## src/lcm_pkg.sv

```systemverilog
package lcm_pkg;
    // register map, byte addresses on the plain register port
    localparam logic [7:0] CFG_ADDR  = 8'h00;
    localparam logic [7:0] STAT_ADDR = 8'h04;
    localparam logic [7:0] TBL_ADDR  = 8'h10; // four quarter tables at 10,14,18,1C
    localparam logic [7:0] TBL_MASK  = 8'hF3;

    // configuration field positions
    localparam int CFG_W       = 14;
    localparam int CFG_HI_RAM  = 0;  // upper half-table as 16x2 RAM
    localparam int CFG_LO_RAM  = 1;  // lower half-table as 16x2 RAM
    localparam int CFG_CMB     = 2;  // combine select, 2 bits
    localparam int CFG_RIP     = 4;  // whole table in ripple mode
    localparam int CFG_SUB     = 5;  // ripple submode, 2 bits
    localparam int CFG_CIN     = 7;  // carry input source, 2 bits
    localparam int CFG_CARRY_OUTPUT_PORT    = 9;  // carry output routing, 2 bits
    localparam int CFG_GATE    = 11; // write gate from carry (1) or bypass (0)
    localparam int CFG_INV_BYP = 12;
    localparam int CFG_INV_CIN = 13;
    localparam logic [CFG_W-1:0] CFG_RESET = 14'h0000;

    // status field positions
    localparam int STAT_F    = 0; // function outputs, 4 bits
    localparam int STAT_CO   = 4;
    localparam int STAT_O4   = 5;
    localparam int STAT_BANK = 6;

    typedef enum logic [1:0] {
        CMB_NONE = 2'b00,
        CMB_MUX  = 2'b01,
        CMB_XOR  = 2'b10,
        CMB_BAD  = 2'b11
    } lcm_cmb_t;

    typedef enum logic [1:0] {
        SUB_ADD = 2'b00,
        SUB_CNT = 2'b01,
        SUB_MUL = 2'b10,
        SUB_CMP = 2'b11
    } lcm_sub_t;

    typedef enum logic [1:0] {
        CIN_FAST = 2'b00,
        CIN_LO5  = 2'b01,
        CIN_ONE  = 2'b10,
        CIN_ZERO = 2'b11
    } lcm_cin_t;

    typedef enum logic [1:0] {
        CARRY_OUTPUT_PORT_DED  = 2'b00,
        CARRY_OUTPUT_PORT_O4   = 2'b01,
        CARRY_OUTPUT_PORT_BOTH = 2'b10,
        CARRY_OUTPUT_PORT_OFF  = 2'b11
    } lcm_carry_output_port_t;

    typedef enum logic [1:0] {
        RD_NONE = 2'b00,
        RD_WORD = 2'b01,
        RD_TBL  = 2'b10
    } lcm_rd_t;
endpackage : lcm_pkg

```

## src/lcm_cell.sv

```systemverilog
//Contract
//- mux combine gives upper function when bypass high, else lower function.
//- xor combine gives upper xor lower xor bypass.
//- nand output is inverted AND of upper, lower and bypass.
//- mux and xor combine never both drive the combine output.
//- combine only with both halves five-input; function outputs stay usable.
//- six-input function: shared inputs, bypass as sixth, result on combine output.
//- ripple carry input from fast carry, lower fifth input, one or zero.
//- ripple takes two nibbles; each quarter gives result bit and carry.
//- top carry goes to dedicated carry out, cell output four, or both.
//- adder stages propagate or generate; upper fifth input picks add or subtract.
//- counter adds or subtracts one; upper fifth input picks direction.
//- multiplier adds multiplicand when upper fifth high, else passes partial product.
//- comparator forces carry in zero; carry out is one on mismatch.
//- each half can be a 16x2 RAM while the other is logic.
//- 16x4 RAM uses both nibbles as address, fifth inputs as write enables.
//- each half write is its enable ANDed with the shared write gate.
//- the same write gate applies to both halves in memory mode.
//- ripple mode excludes any logic or memory use of the table.
//- bypass and carry input polarity invertible by configuration.
//
// Design decisions made here: the plain strobed port and the placing of the registers.
module lcm_cell
    import lcm_pkg::*;
(
    // clock and reset
    input  wire logic        clk,
    input  wire logic        arst_n,
    // register port
    input  wire logic [7:0]  regAddr,
    input  wire logic [31:0] regWrData,
    input  wire logic        regWr,
    input  wire logic        regRd,
    output logic      [31:0] regRdData,
    // fabric inputs
    input  wire logic [4:0]  upperIn,
    input  wire logic [4:0]  lowerIn,
    input  wire logic        bypassIn,
    input  wire logic        fastCarryIn,
    input  wire logic [3:0]  writeDataIn,
    input  wire logic        bankEnable,
    // cell outputs
    output logic      [3:0]  funcOut,
    output logic             carryOutPort,
    output logic             cellOutFour,
    output logic      [3:0]  readBusOut,
    output logic             readBusOe
);
    logic [CFG_W-1:0] cfg_ff, nxt_cfg;
    logic [31:0]      rdWord_ff, nxt_rdWord;
    lcm_rd_t          rdKind_ff, nxt_rdKind;
    logic [3:0]       funcOut_ff, nxt_funcOut;
    logic             carryOut_ff, nxt_carryOut;
    logic             o4_ff, nxt_o4;
    logic             live_ff, nxt_live;

    logic       hiRam, loRam, ripOn, bothLogic, bypass, carryIn, wGate, carry_input_port;
    lcm_cmb_t   cmb;
    lcm_sub_t   sub;
    lcm_carry_output_port_t  coutRoute;
    logic [3:0] qOut, ramWe, sum;
    logic [15:0] tblRd;
    logic       upperFn, lowerFn, muxVal, xorVal, nandVal, ripCo, tblWr;

    // configuration fields
    assign hiRam     = cfg_ff[CFG_HI_RAM];
    assign loRam     = cfg_ff[CFG_LO_RAM];
    assign ripOn     = cfg_ff[CFG_RIP];
    assign cmb       = lcm_cmb_t'(cfg_ff[CFG_CMB +: 2]);
    assign sub       = lcm_sub_t'(cfg_ff[CFG_SUB +: 2]);
    assign coutRoute = lcm_carry_output_port_t'(cfg_ff[CFG_CARRY_OUTPUT_PORT +: 2]);
    assign bothLogic = !hiRam && !loRam && !ripOn;

    assign bypass  = bypassIn ^ cfg_ff[CFG_INV_BYP];
    assign carryIn = fastCarryIn ^ cfg_ff[CFG_INV_CIN];

    always_comb begin
        case (lcm_cin_t'(cfg_ff[CFG_CIN +: 2]))
            CIN_FAST: carry_input_port = carryIn;
            CIN_LO5:  carry_input_port = lowerIn[4];
            CIN_ONE:  carry_input_port = 1'b1;
            CIN_ZERO: carry_input_port = 1'b0;
            default:  carry_input_port = 1'b0;
        endcase
    end

    // shared gate from bypass or carry
    assign wGate = cfg_ff[CFG_GATE] ? carryIn : bypass;

    // same gate for both halves; no writes in ripple mode
    assign ramWe[1:0] = {2{hiRam | loRam}} & {2{loRam && !ripOn && lowerIn[4] && wGate}};
    assign ramWe[3:2] = {2{hiRam | loRam}} & {2{hiRam && !ripOn && upperIn[4] && wGate}};

    assign tblWr = regWr && ((regAddr & TBL_MASK) == TBL_ADDR);

    lcm_table #(
        .QW(16)
    ) uTable (
        .clk       (clk),
        .arst_n    (arst_n),
        .cfgWr     (tblWr),
        .cfgIdx    (regAddr[3:2]),
        .cfgData   (regWrData[15:0]),
        .rdIdx     (regAddr[3:2]),
        .rdData    (tblRd),
        .ramWe     (ramWe),
        .ramUpAddr (upperIn[3:0]),
        .ramLoAddr (lowerIn[3:0]),
        .ramBit    (writeDataIn),
        .upIdx     (upperIn[3:0]),
        .loIdx     (lowerIn[3:0]),
        .qOut      (qOut)
    );

    // five-input functions: fifth input picks the quarter
    assign upperFn = upperIn[4] ? qOut[3] : qOut[2];
    assign lowerFn = lowerIn[4] ? qOut[1] : qOut[0];

    // mux gate; bypass is the sixth variable
    assign muxVal  = bypass ? upperFn : lowerFn;
    assign xorVal  = upperFn ^ lowerFn ^ bypass;
    assign nandVal = ~(upperFn & lowerFn & bypass);

    lcm_ripple uRipple (
        .opA  (upperIn[3:0]),
        .opB  (lowerIn[3:0]),
        .ctl  (upperIn[4]),
        .sub  (sub),
        .carry_input_port  (carry_input_port),
        .sum  (sum),
        .carry_output_port (ripCo)
    );

    // output selection by mode
    always_comb begin
        nxt_funcOut  = 4'h0;
        nxt_carryOut = 1'b0;
        nxt_o4       = 1'b0;
        if (ripOn) begin
            nxt_funcOut = sum;
            nxt_carryOut = (coutRoute == CARRY_OUTPUT_PORT_DED) || (coutRoute == CARRY_OUTPUT_PORT_BOTH) ? ripCo : 1'b0;
            nxt_o4       = (coutRoute == CARRY_OUTPUT_PORT_O4) || (coutRoute == CARRY_OUTPUT_PORT_BOTH) ? ripCo : 1'b0;
        end else begin
            // RAM halves read two bits each
            if (hiRam) begin
                nxt_funcOut[3:2] = qOut[3:2];
            end else begin
                nxt_funcOut[3] = upperFn;
            end
            if (loRam) begin
                nxt_funcOut[1:0] = qOut[1:0];
            end else begin
                nxt_funcOut[0] = lowerFn;
            end
            // gates only when both halves are five-input logic
            if (bothLogic) begin
                nxt_funcOut[2] = nandVal;
                // an illegal combine code drives nothing
                case (cmb)
                    CMB_MUX: nxt_funcOut[1] = muxVal;
                    CMB_XOR: nxt_funcOut[1] = xorVal;
                    default: nxt_funcOut[1] = 1'b0;
                endcase
            end
        end
    end

    // register access: decode, update and read capture
    always_comb begin
        nxt_cfg    = cfg_ff;
        nxt_rdWord = 32'h0000_0000;
        nxt_rdKind = RD_NONE;
        if (regWr && regAddr == CFG_ADDR) begin
            nxt_cfg = regWrData[CFG_W-1:0];
        end
        if (regRd) begin
            if (regAddr == CFG_ADDR) begin
                nxt_rdKind = RD_WORD;
                nxt_rdWord[CFG_W-1:0] = cfg_ff;
            end else if (regAddr == STAT_ADDR) begin
                nxt_rdKind = RD_WORD;
                nxt_rdWord[STAT_F +: 4] = funcOut_ff;
                nxt_rdWord[STAT_CO]     = carryOut_ff;
                nxt_rdWord[STAT_O4]     = o4_ff;
                nxt_rdWord[STAT_BANK]   = bankEnable;
            end else if ((regAddr & TBL_MASK) == TBL_ADDR) begin
                nxt_rdKind = RD_TBL;
            end
        end
    end

    always_ff @(posedge clk or negedge arst_n) begin
        if (!arst_n) begin
            cfg_ff      <= CFG_RESET;
            rdWord_ff   <= 32'h0000_0000;
            rdKind_ff   <= RD_NONE;
            funcOut_ff  <= 4'h0;
            carryOut_ff <= 1'b0;
            o4_ff       <= 1'b0;
            live_ff     <= 1'b0;
        end else begin
            cfg_ff      <= nxt_cfg;
            rdWord_ff   <= nxt_rdWord;
            rdKind_ff   <= nxt_rdKind;
            funcOut_ff  <= nxt_funcOut;
            carryOut_ff <= nxt_carryOut;
            o4_ff       <= nxt_o4;
            live_ff     <= nxt_live;
        end
    end

    // unmapped addresses read as zero
    assign regRdData = (rdKind_ff == RD_TBL) ? {16'h0000, tblRd} : rdWord_ff;

    assign funcOut      = funcOut_ff;
    assign carryOutPort = carryOut_ff;
    assign cellOutFour  = o4_ff;
    // bank enable from outside drives the tristate
    assign readBusOut   = funcOut_ff;
    assign readBusOe    = bankEnable;

    // outputs still hold reset values at the release edge, so checks wait a cycle
    assign nxt_live = 1'b1;
endmodule : lcm_cell

```

## src/lcm_table.sv

```systemverilog
// 64-bit look-up table held as four 16-bit quarter tables
module lcm_table
    import lcm_pkg::*;
#(
    parameter int QW = 16
) (
    // clock and reset
    input  wire logic           clk,
    input  wire logic           arst_n,
    // loading from the register port
    input  wire logic           cfgWr,
    input  wire logic [1:0]     cfgIdx,
    input  wire logic [QW-1:0]  cfgData,
    input  wire logic [1:0]     rdIdx,
    output logic      [QW-1:0]  rdData,
    // user memory writes, one enable per quarter
    input  wire logic [3:0]     ramWe,
    input  wire logic [3:0]     ramUpAddr,
    input  wire logic [3:0]     ramLoAddr,
    input  wire logic [3:0]     ramBit,
    // combinational lookup
    input  wire logic [3:0]     upIdx,
    input  wire logic [3:0]     loIdx,
    output logic      [3:0]     qOut
);
    logic [QW-1:0] tbl_ff [4];
    logic [QW-1:0] nxt_tbl [4];
    logic [QW-1:0] rdData_ff;

    // quarters 0,1 form the lower half, 2,3 the upper half
    always_comb begin
        for (int q = 0; q < 4; q++) begin
            nxt_tbl[q] = tbl_ff[q];
            if (ramWe[q]) begin
                nxt_tbl[q][(q < 2) ? ramLoAddr : ramUpAddr] = ramBit[q];
            end
            // loading wins so software can always repair a table
            if (cfgWr && cfgIdx == q[1:0]) begin
                nxt_tbl[q] = cfgData;
            end
        end
    end

    always_ff @(posedge clk or negedge arst_n) begin
        if (!arst_n) begin
            for (int q = 0; q < 4; q++) begin
                tbl_ff[q] <= '0;
            end
            rdData_ff <= '0;
        end else begin
            for (int q = 0; q < 4; q++) begin
                tbl_ff[q] <= nxt_tbl[q];
            end
            rdData_ff <= tbl_ff[rdIdx];
        end
    end

    assign rdData = rdData_ff;

    // reads follow the address with no clock
    genvar g;
    generate
        for (g = 0; g < 4; g++) begin : gLook
            assign qOut[g] = tbl_ff[g][(g < 2) ? loIdx : upIdx];
        end
    endgenerate
endmodule : lcm_table

```

## src/lcm_ripple.sv

```systemverilog
// nibble ripple datapath, one stage per quarter table
module lcm_ripple
    import lcm_pkg::*;
(
    // operands
    input  wire logic [3:0] opA,
    input  wire logic [3:0] opB,
    input  wire logic       ctl,   // upper fifth input
    input  wire lcm_sub_t   sub,
    input  wire logic       carry_input_port,
    // results
    output logic      [3:0] sum,
    output logic            carry_output_port
);
    logic [3:0] bb;
    logic [4:0] c;
    logic       c0;

    // operand shaping per submode
    always_comb begin
        c0 = carry_input_port;
        case (sub)
            SUB_ADD: bb = ctl ? ~opB : opB;
            SUB_CNT: begin
                bb = ctl ? 4'hF : 4'h0;
                c0 = ctl ? ~carry_input_port : carry_input_port; // down: step taken as borrow
            end
            SUB_MUL: bb = ctl ? opB : 4'h0;
            SUB_CMP: begin
                bb = opB;
                c0 = 1'b0;
            end
            default: bb = opB;
        endcase
    end

    // stage zero carry has a single driver apart from the chain
    assign c[0] = c0;

    // each stage propagates or generates its carry
    genvar i;
    generate
        for (i = 0; i < 4; i++) begin : gStage
            logic p;
            assign p        = opA[i] ^ bb[i];
            assign sum[i]   = p ^ c[i];
            assign c[i+1]   = (sub == SUB_CMP) ? (c[i] | p)
                                                : ((opA[i] & bb[i]) | (p & c[i]));
        end
    endgenerate

    // down counting returns a borrow so neighbours chain alike
    assign carry_output_port = (sub == SUB_CNT && ctl) ? ~c[4] : c[4];
endmodule : lcm_ripple

```

## config.mk

```make
export PLATFORM = sky130hd
export DESIGN_NAME = lcm_cell
export DESIGN_NICKNAME = d
export VERILOG_FILES = /design/src/lcm_pkg.sv /design/src/lcm_cell.sv /design/src/lcm_table.sv /design/src/lcm_ripple.sv
export SDC_FILE = /design/constraint.sdc
export NUM_CORES = 1
export LEC_CHECK = 0
export BUFFER_PORTS_ARGS = -buffer_cell sky130_fd_sc_hd__buf_4
export CAP_MARGIN = 20
export CELL_PAD_IN_SITES_DETAIL_PLACEMENT = 0
export CELL_PAD_IN_SITES_GLOBAL_PLACEMENT = 2
export CORE_ASPECT_RATIO = 1.75
export CORE_MARGIN = 2
export CORE_UTILIZATION = 34
export DETAILED_ROUTE_END_ITERATION = 7
export GPL_TIMING_DRIVEN = 0
export PLACE_DENSITY = 0.84
export SYNTH_ARGS = -nofsm -noshare
export SYNTH_HDL_FRONTEND = slang
export SYNTH_SLANG_ARGS = --single-unit
```

## constraint.sdc

```tcl
create_clock -name clk -period 4 [get_ports clk]
set_input_delay 0.6 -clock clk [delete_from_list [all_inputs] [get_ports clk]]
set_output_delay 0.6 -clock clk [all_outputs]
set_load 0.05 [all_outputs]
```

==> results.sh <==
export IMPL_initial_core_util_pct=34.81
export IMPL_fp_row_count=69
export IMPL_synth_edf_count=0
export IMPL_antenna_left=0
export IMPL_cts_tree="done"
export IMPL_r2r_end="cellOutFour"
export IMPL_rsz0062_at_grt="no"
export IMPL_reg2reg_depth=16
export IMPL_cts_hold_buf=0
export IMPL_core_area_um2=20370
export IMPL_rrSetupSlack_ns=0.17
export IMPL_cp_num_buf_inv=4
export IMPL_gr_total_overflow=0
export IMPL_layout_drive_gt1_share_pct=26.17
export IMPL_worstSetupPathType="in -> reg"
export IMPL_hp_class="in -> async"
export IMPL_nNetsFinal=841
export IMPL_ys_ff_latch=116
export IMPL_fin_area_um2=8746
export IMPL_synth_cell_area_um2=7093
export IMPL_place_area_um2=8090
export IMPL_syn2layout_area_growth_pct=23.30
export IMPL_final_common_cell="dfrtp_1"
export IMPL_path_clk_slew_ns=0.06
export IMPL_antenna_found_initial=0
export IMPL_via_per_inst=5.265
export IMPL_synthCells=653
export IMPL_drt_pass1_iter_count=6
export IMPL_ys_seq_area_share_pct=40.92
export IMPL_path_cells="buf_4 -> buf_8 -> buf_6 -> mux4_2 -> ha_4 -> inv_2 -> ha_4 -> nor2_2 -> a21oi_2 -> fa_2 -> mux2_4 -> fa_2 -> mux2_4 -> fa_2 -> nand3_1 -> o21ai_1 -> nand2_1 -> o21ai_2 -> and3_1"
export IMPL_grt_pass1_wl_mm=34.45
export IMPL_synth_compound_area_share_pct=7.285
export IMPL_cp_start_kind="input port"
export IMPL_r2r_start="cfg_ff[6]"
export IMPL_cpMaxStageDelayCell="mux4_2"
export IMPL_fin_util_pct=42.93
export IMPL_synth_top_flop_cell="dfrtp_1"
export IMPL_gr_usage_all_layers_pct=21.15
export IMPL_setup_viol=0
export IMPL_wl_per_cell_um=21.83
export IMPL_num_vias=5370
export IMPL_critPathTopFamily="adder cells"
export IMPL_dieArea_um2=22080
export IMPL_clk_path_buf_depth=2
export IMPL_status="finished with violations"
export IMPL_dp_hpwl_mm=18.28
export IMPL_yosysWarningCount=0
export IMPL_cts_sinks=116
export IMPL_die_h_um=195.1
export IMPL_synthMuxAreaShare_pct=27.99
export IMPL_setup_tns_ns=0
export IMPL_worstPathArrival_ns=4.20
export IMPL_p_leak_uw=0.004396
export IMPL_cts_buffers=17
export IMPL_synthAdderAreaFrac_pct=4.128
export IMPL_power_density_nw_per_um2=408.8
export IMPL_max_freq_mhz=257.0
export IMPL_synth_simple_area_share_pct=13.25
export IMPL_ios=104
export IMPL_ys_types=57
export IMPL_finalHoldViolations=0
export IMPL_worstSetupEndpointType="flip-flop"
export IMPL_syn_area_per_cell_um2=10.86
export IMPL_slew_headroom_pct=48.77
export IMPL_vdd_drop_max_v=0.0002823
export IMPL_fin_crit_sh_pct=97.27
export IMPL_synth_top_family_by_area="multiplexers"
export IMPL_cp_required_ns=4.31
export IMPL_portBuffers=71
export IMPL_die_width_um=113.2
export IMPL_crit_top_cell="fa_2"
export IMPL_min_period_ns=3.891
export IMPL_final_cell_mix="115 x dfrtp_1, 96 x mux2i_1, 94 x buf_4, 65 x nor2_1, 50 x a21oi_1"
export IMPL_finalWorstSetupSlack_ns=0.1091
export IMPL_fin_skew_ns=0.01087
export IMPL_async_flop_share_pct=100.0
export IMPL_grt_pass1_vias=5930
export IMPL_worstSkewPairLatency_ns=0.43
export IMPL_maxCapViolCount=0
export IMPL_drt_total_wl_mm=22.27
export IMPL_diodes=0
export IMPL_drc=10
export IMPL_clockRootBuffer="clkbuf_16"
export IMPL_yosys_area_share_xor_xnor_pct=0.4763
export IMPL_cp_max_fo=19
export IMPL_power_total_uw=3575
export IMPL_worst_pin_slew_ns=0.7684
export IMPL_h_tree_depth=4
export IMPL_drt_iter0_markers=269
export IMPL_grt_max_degree=87
export IMPL_preCtsSetupSlack_ns=-0.5543
export IMPL_gp_congestion=0.9058
export IMPL_violations="DRC"
export IMPL_critPathMaxStageDelay_ns=0.53
export IMPL_finalMaxSlewViolations=0
-- report_power, final --
| group | total, µW | switching, µW | internal, µW |
|---|---|---|---|
| Clock | 1660 | 573 | 1090 |
| Sequential | 1330 | 70.1 | 1260 |
| Combinational | 581 | 339 | 242 |
-- cells in the mapped netlist, types with 2 or more instances --
| library cell | number | area share, % |
|---|---|---|
| dfrtp_1 | 116 | 41 |
| mux2i_1 | 96 | 14 |
| nor2_1 | 66 | 3.5 |
| a21oi_1 | 51 | 3.6 |
| nand2_1 | 29 | 1.5 |
| mux2_1 | 28 | 4.4 |
| clkbuf_1 | 27 | 1.4 |
| mux4_2 | 24 | 7.6 |
| nand3_1 | 24 | 1.7 |
| buf_4 | 22 | 2.3 |
| o21ai_1 | 21 | 1.5 |
| ha_1 | 17 | 3.0 |
| inv_1 | 17 | 0.90 |
| mux2_2 | 13 | 2.1 |
| buf_2 | 10 | 0.71 |
| and2_1 | 7 | 0.62 |
| nor2b_1 | 7 | 0.62 |
| and3_1 | 6 | 0.53 |
| and3b_1 | 6 | 0.74 |
| nand3b_1 | 6 | 0.63 |
| buf_1 | 4 | 0.21 |
| fa_1 | 4 | 1.1 |
| nand4_1 | 4 | 0.35 |
| a22oi_1 | 3 | 0.32 |
| inv_2 | 3 | 0.16 |
| nor4_4 | 3 | 0.90 |
| nand4b_1 | 2 | 0.25 |
| nor3_1 | 2 | 0.14 |
| nor3b_1 | 2 | 0.21 |
| nor4b_4 | 2 | 0.67 |
| o211ai_1 | 2 | 0.21 |
| o21a_1 | 2 | 0.21 |
| o22ai_1 | 2 | 0.18 |
| xor2_1 | 2 | 0.25 |
-- kinds of logic after synthesis --
kind of cell	Yosys count
other cells	1
simple gates	174
compound gates	92
fa+ha+maj	21
mux	162
buf+inv	84
xor+xnor	3
flops	116
-- per-stage QoR --
stage	instances	hold slack [ns]
after floorplan	668	0.3044
after global placement	987	0.4851
after detailed placement	988	0.4870
after CTS	1020	0.05467
after global routing	1020	0.06089
final	1020	0.04414
-- state kept, by name, indices dropped and copies added, names as in the netlist --
register / count
uTable.tbl_ff: 64
cellOutFour: 1
cfg_ff: 14
uTable.rdData: 16
funcOut: 4
rdWord_ff: 14
carryOutPort: 1
rdKind_ff: 2
-- cell type report --
cell class,instances,area [µm²]
clock buffer,20,466.7
fill,1931,11630
timing repair buffer,74,579.3
buffer,62,347.8
inverter,20,75.07
tap,248,310.3
clock inverter,12,176.4
sequential,116,2904
multi-input combinational,468,3886
-- worst max path at each step --
| stage | startpoint | to | slack [ns] | depth (start not counted) |
|---|---|---|---|---|
| 3_5_place_dp | lowerIn[0] | cellOutFour | -0.55 | 20 |
| 3_3_place_gp | lowerIn[0] | cellOutFour | -0.51 | 20 |
| 5_1_grt | upperIn[4] | cellOutFour | 0.006 | 18 |
| 4_1_cts | cfg_ff[5] | cellOutFour | 0.02 | 17 |
| 2_1_floorplan | lowerIn[0] | cellOutFour | -0.16 | 19 |
| 6_report | lowerIn[0] | cellOutFour | 0.11 | 19 |
-- metal layers --
layer | share of wire, % | global-route usage (%) | routed length [µm] | vias up
li1 | - | - | - | 2511
met1 | 33 | 21.09 | 7446 | 2645
met2 | 58 | 40.59 | 12820 | 160
met3 | 3.9 | 3.321 | 867 | 54
met4 | 5.1 | 11.83 | 1133 | 0
met5 | 0 | 0 | 0 | -
-- timing repair --
item / 4_1_cts / 5_1_grt
gates resized for setup: 1 / 5
setup endpoints to repair: 3 / 2
pin swaps: 1 / 0
setup buffers: 2 / 0
Power figures use the tool's default switching activity.
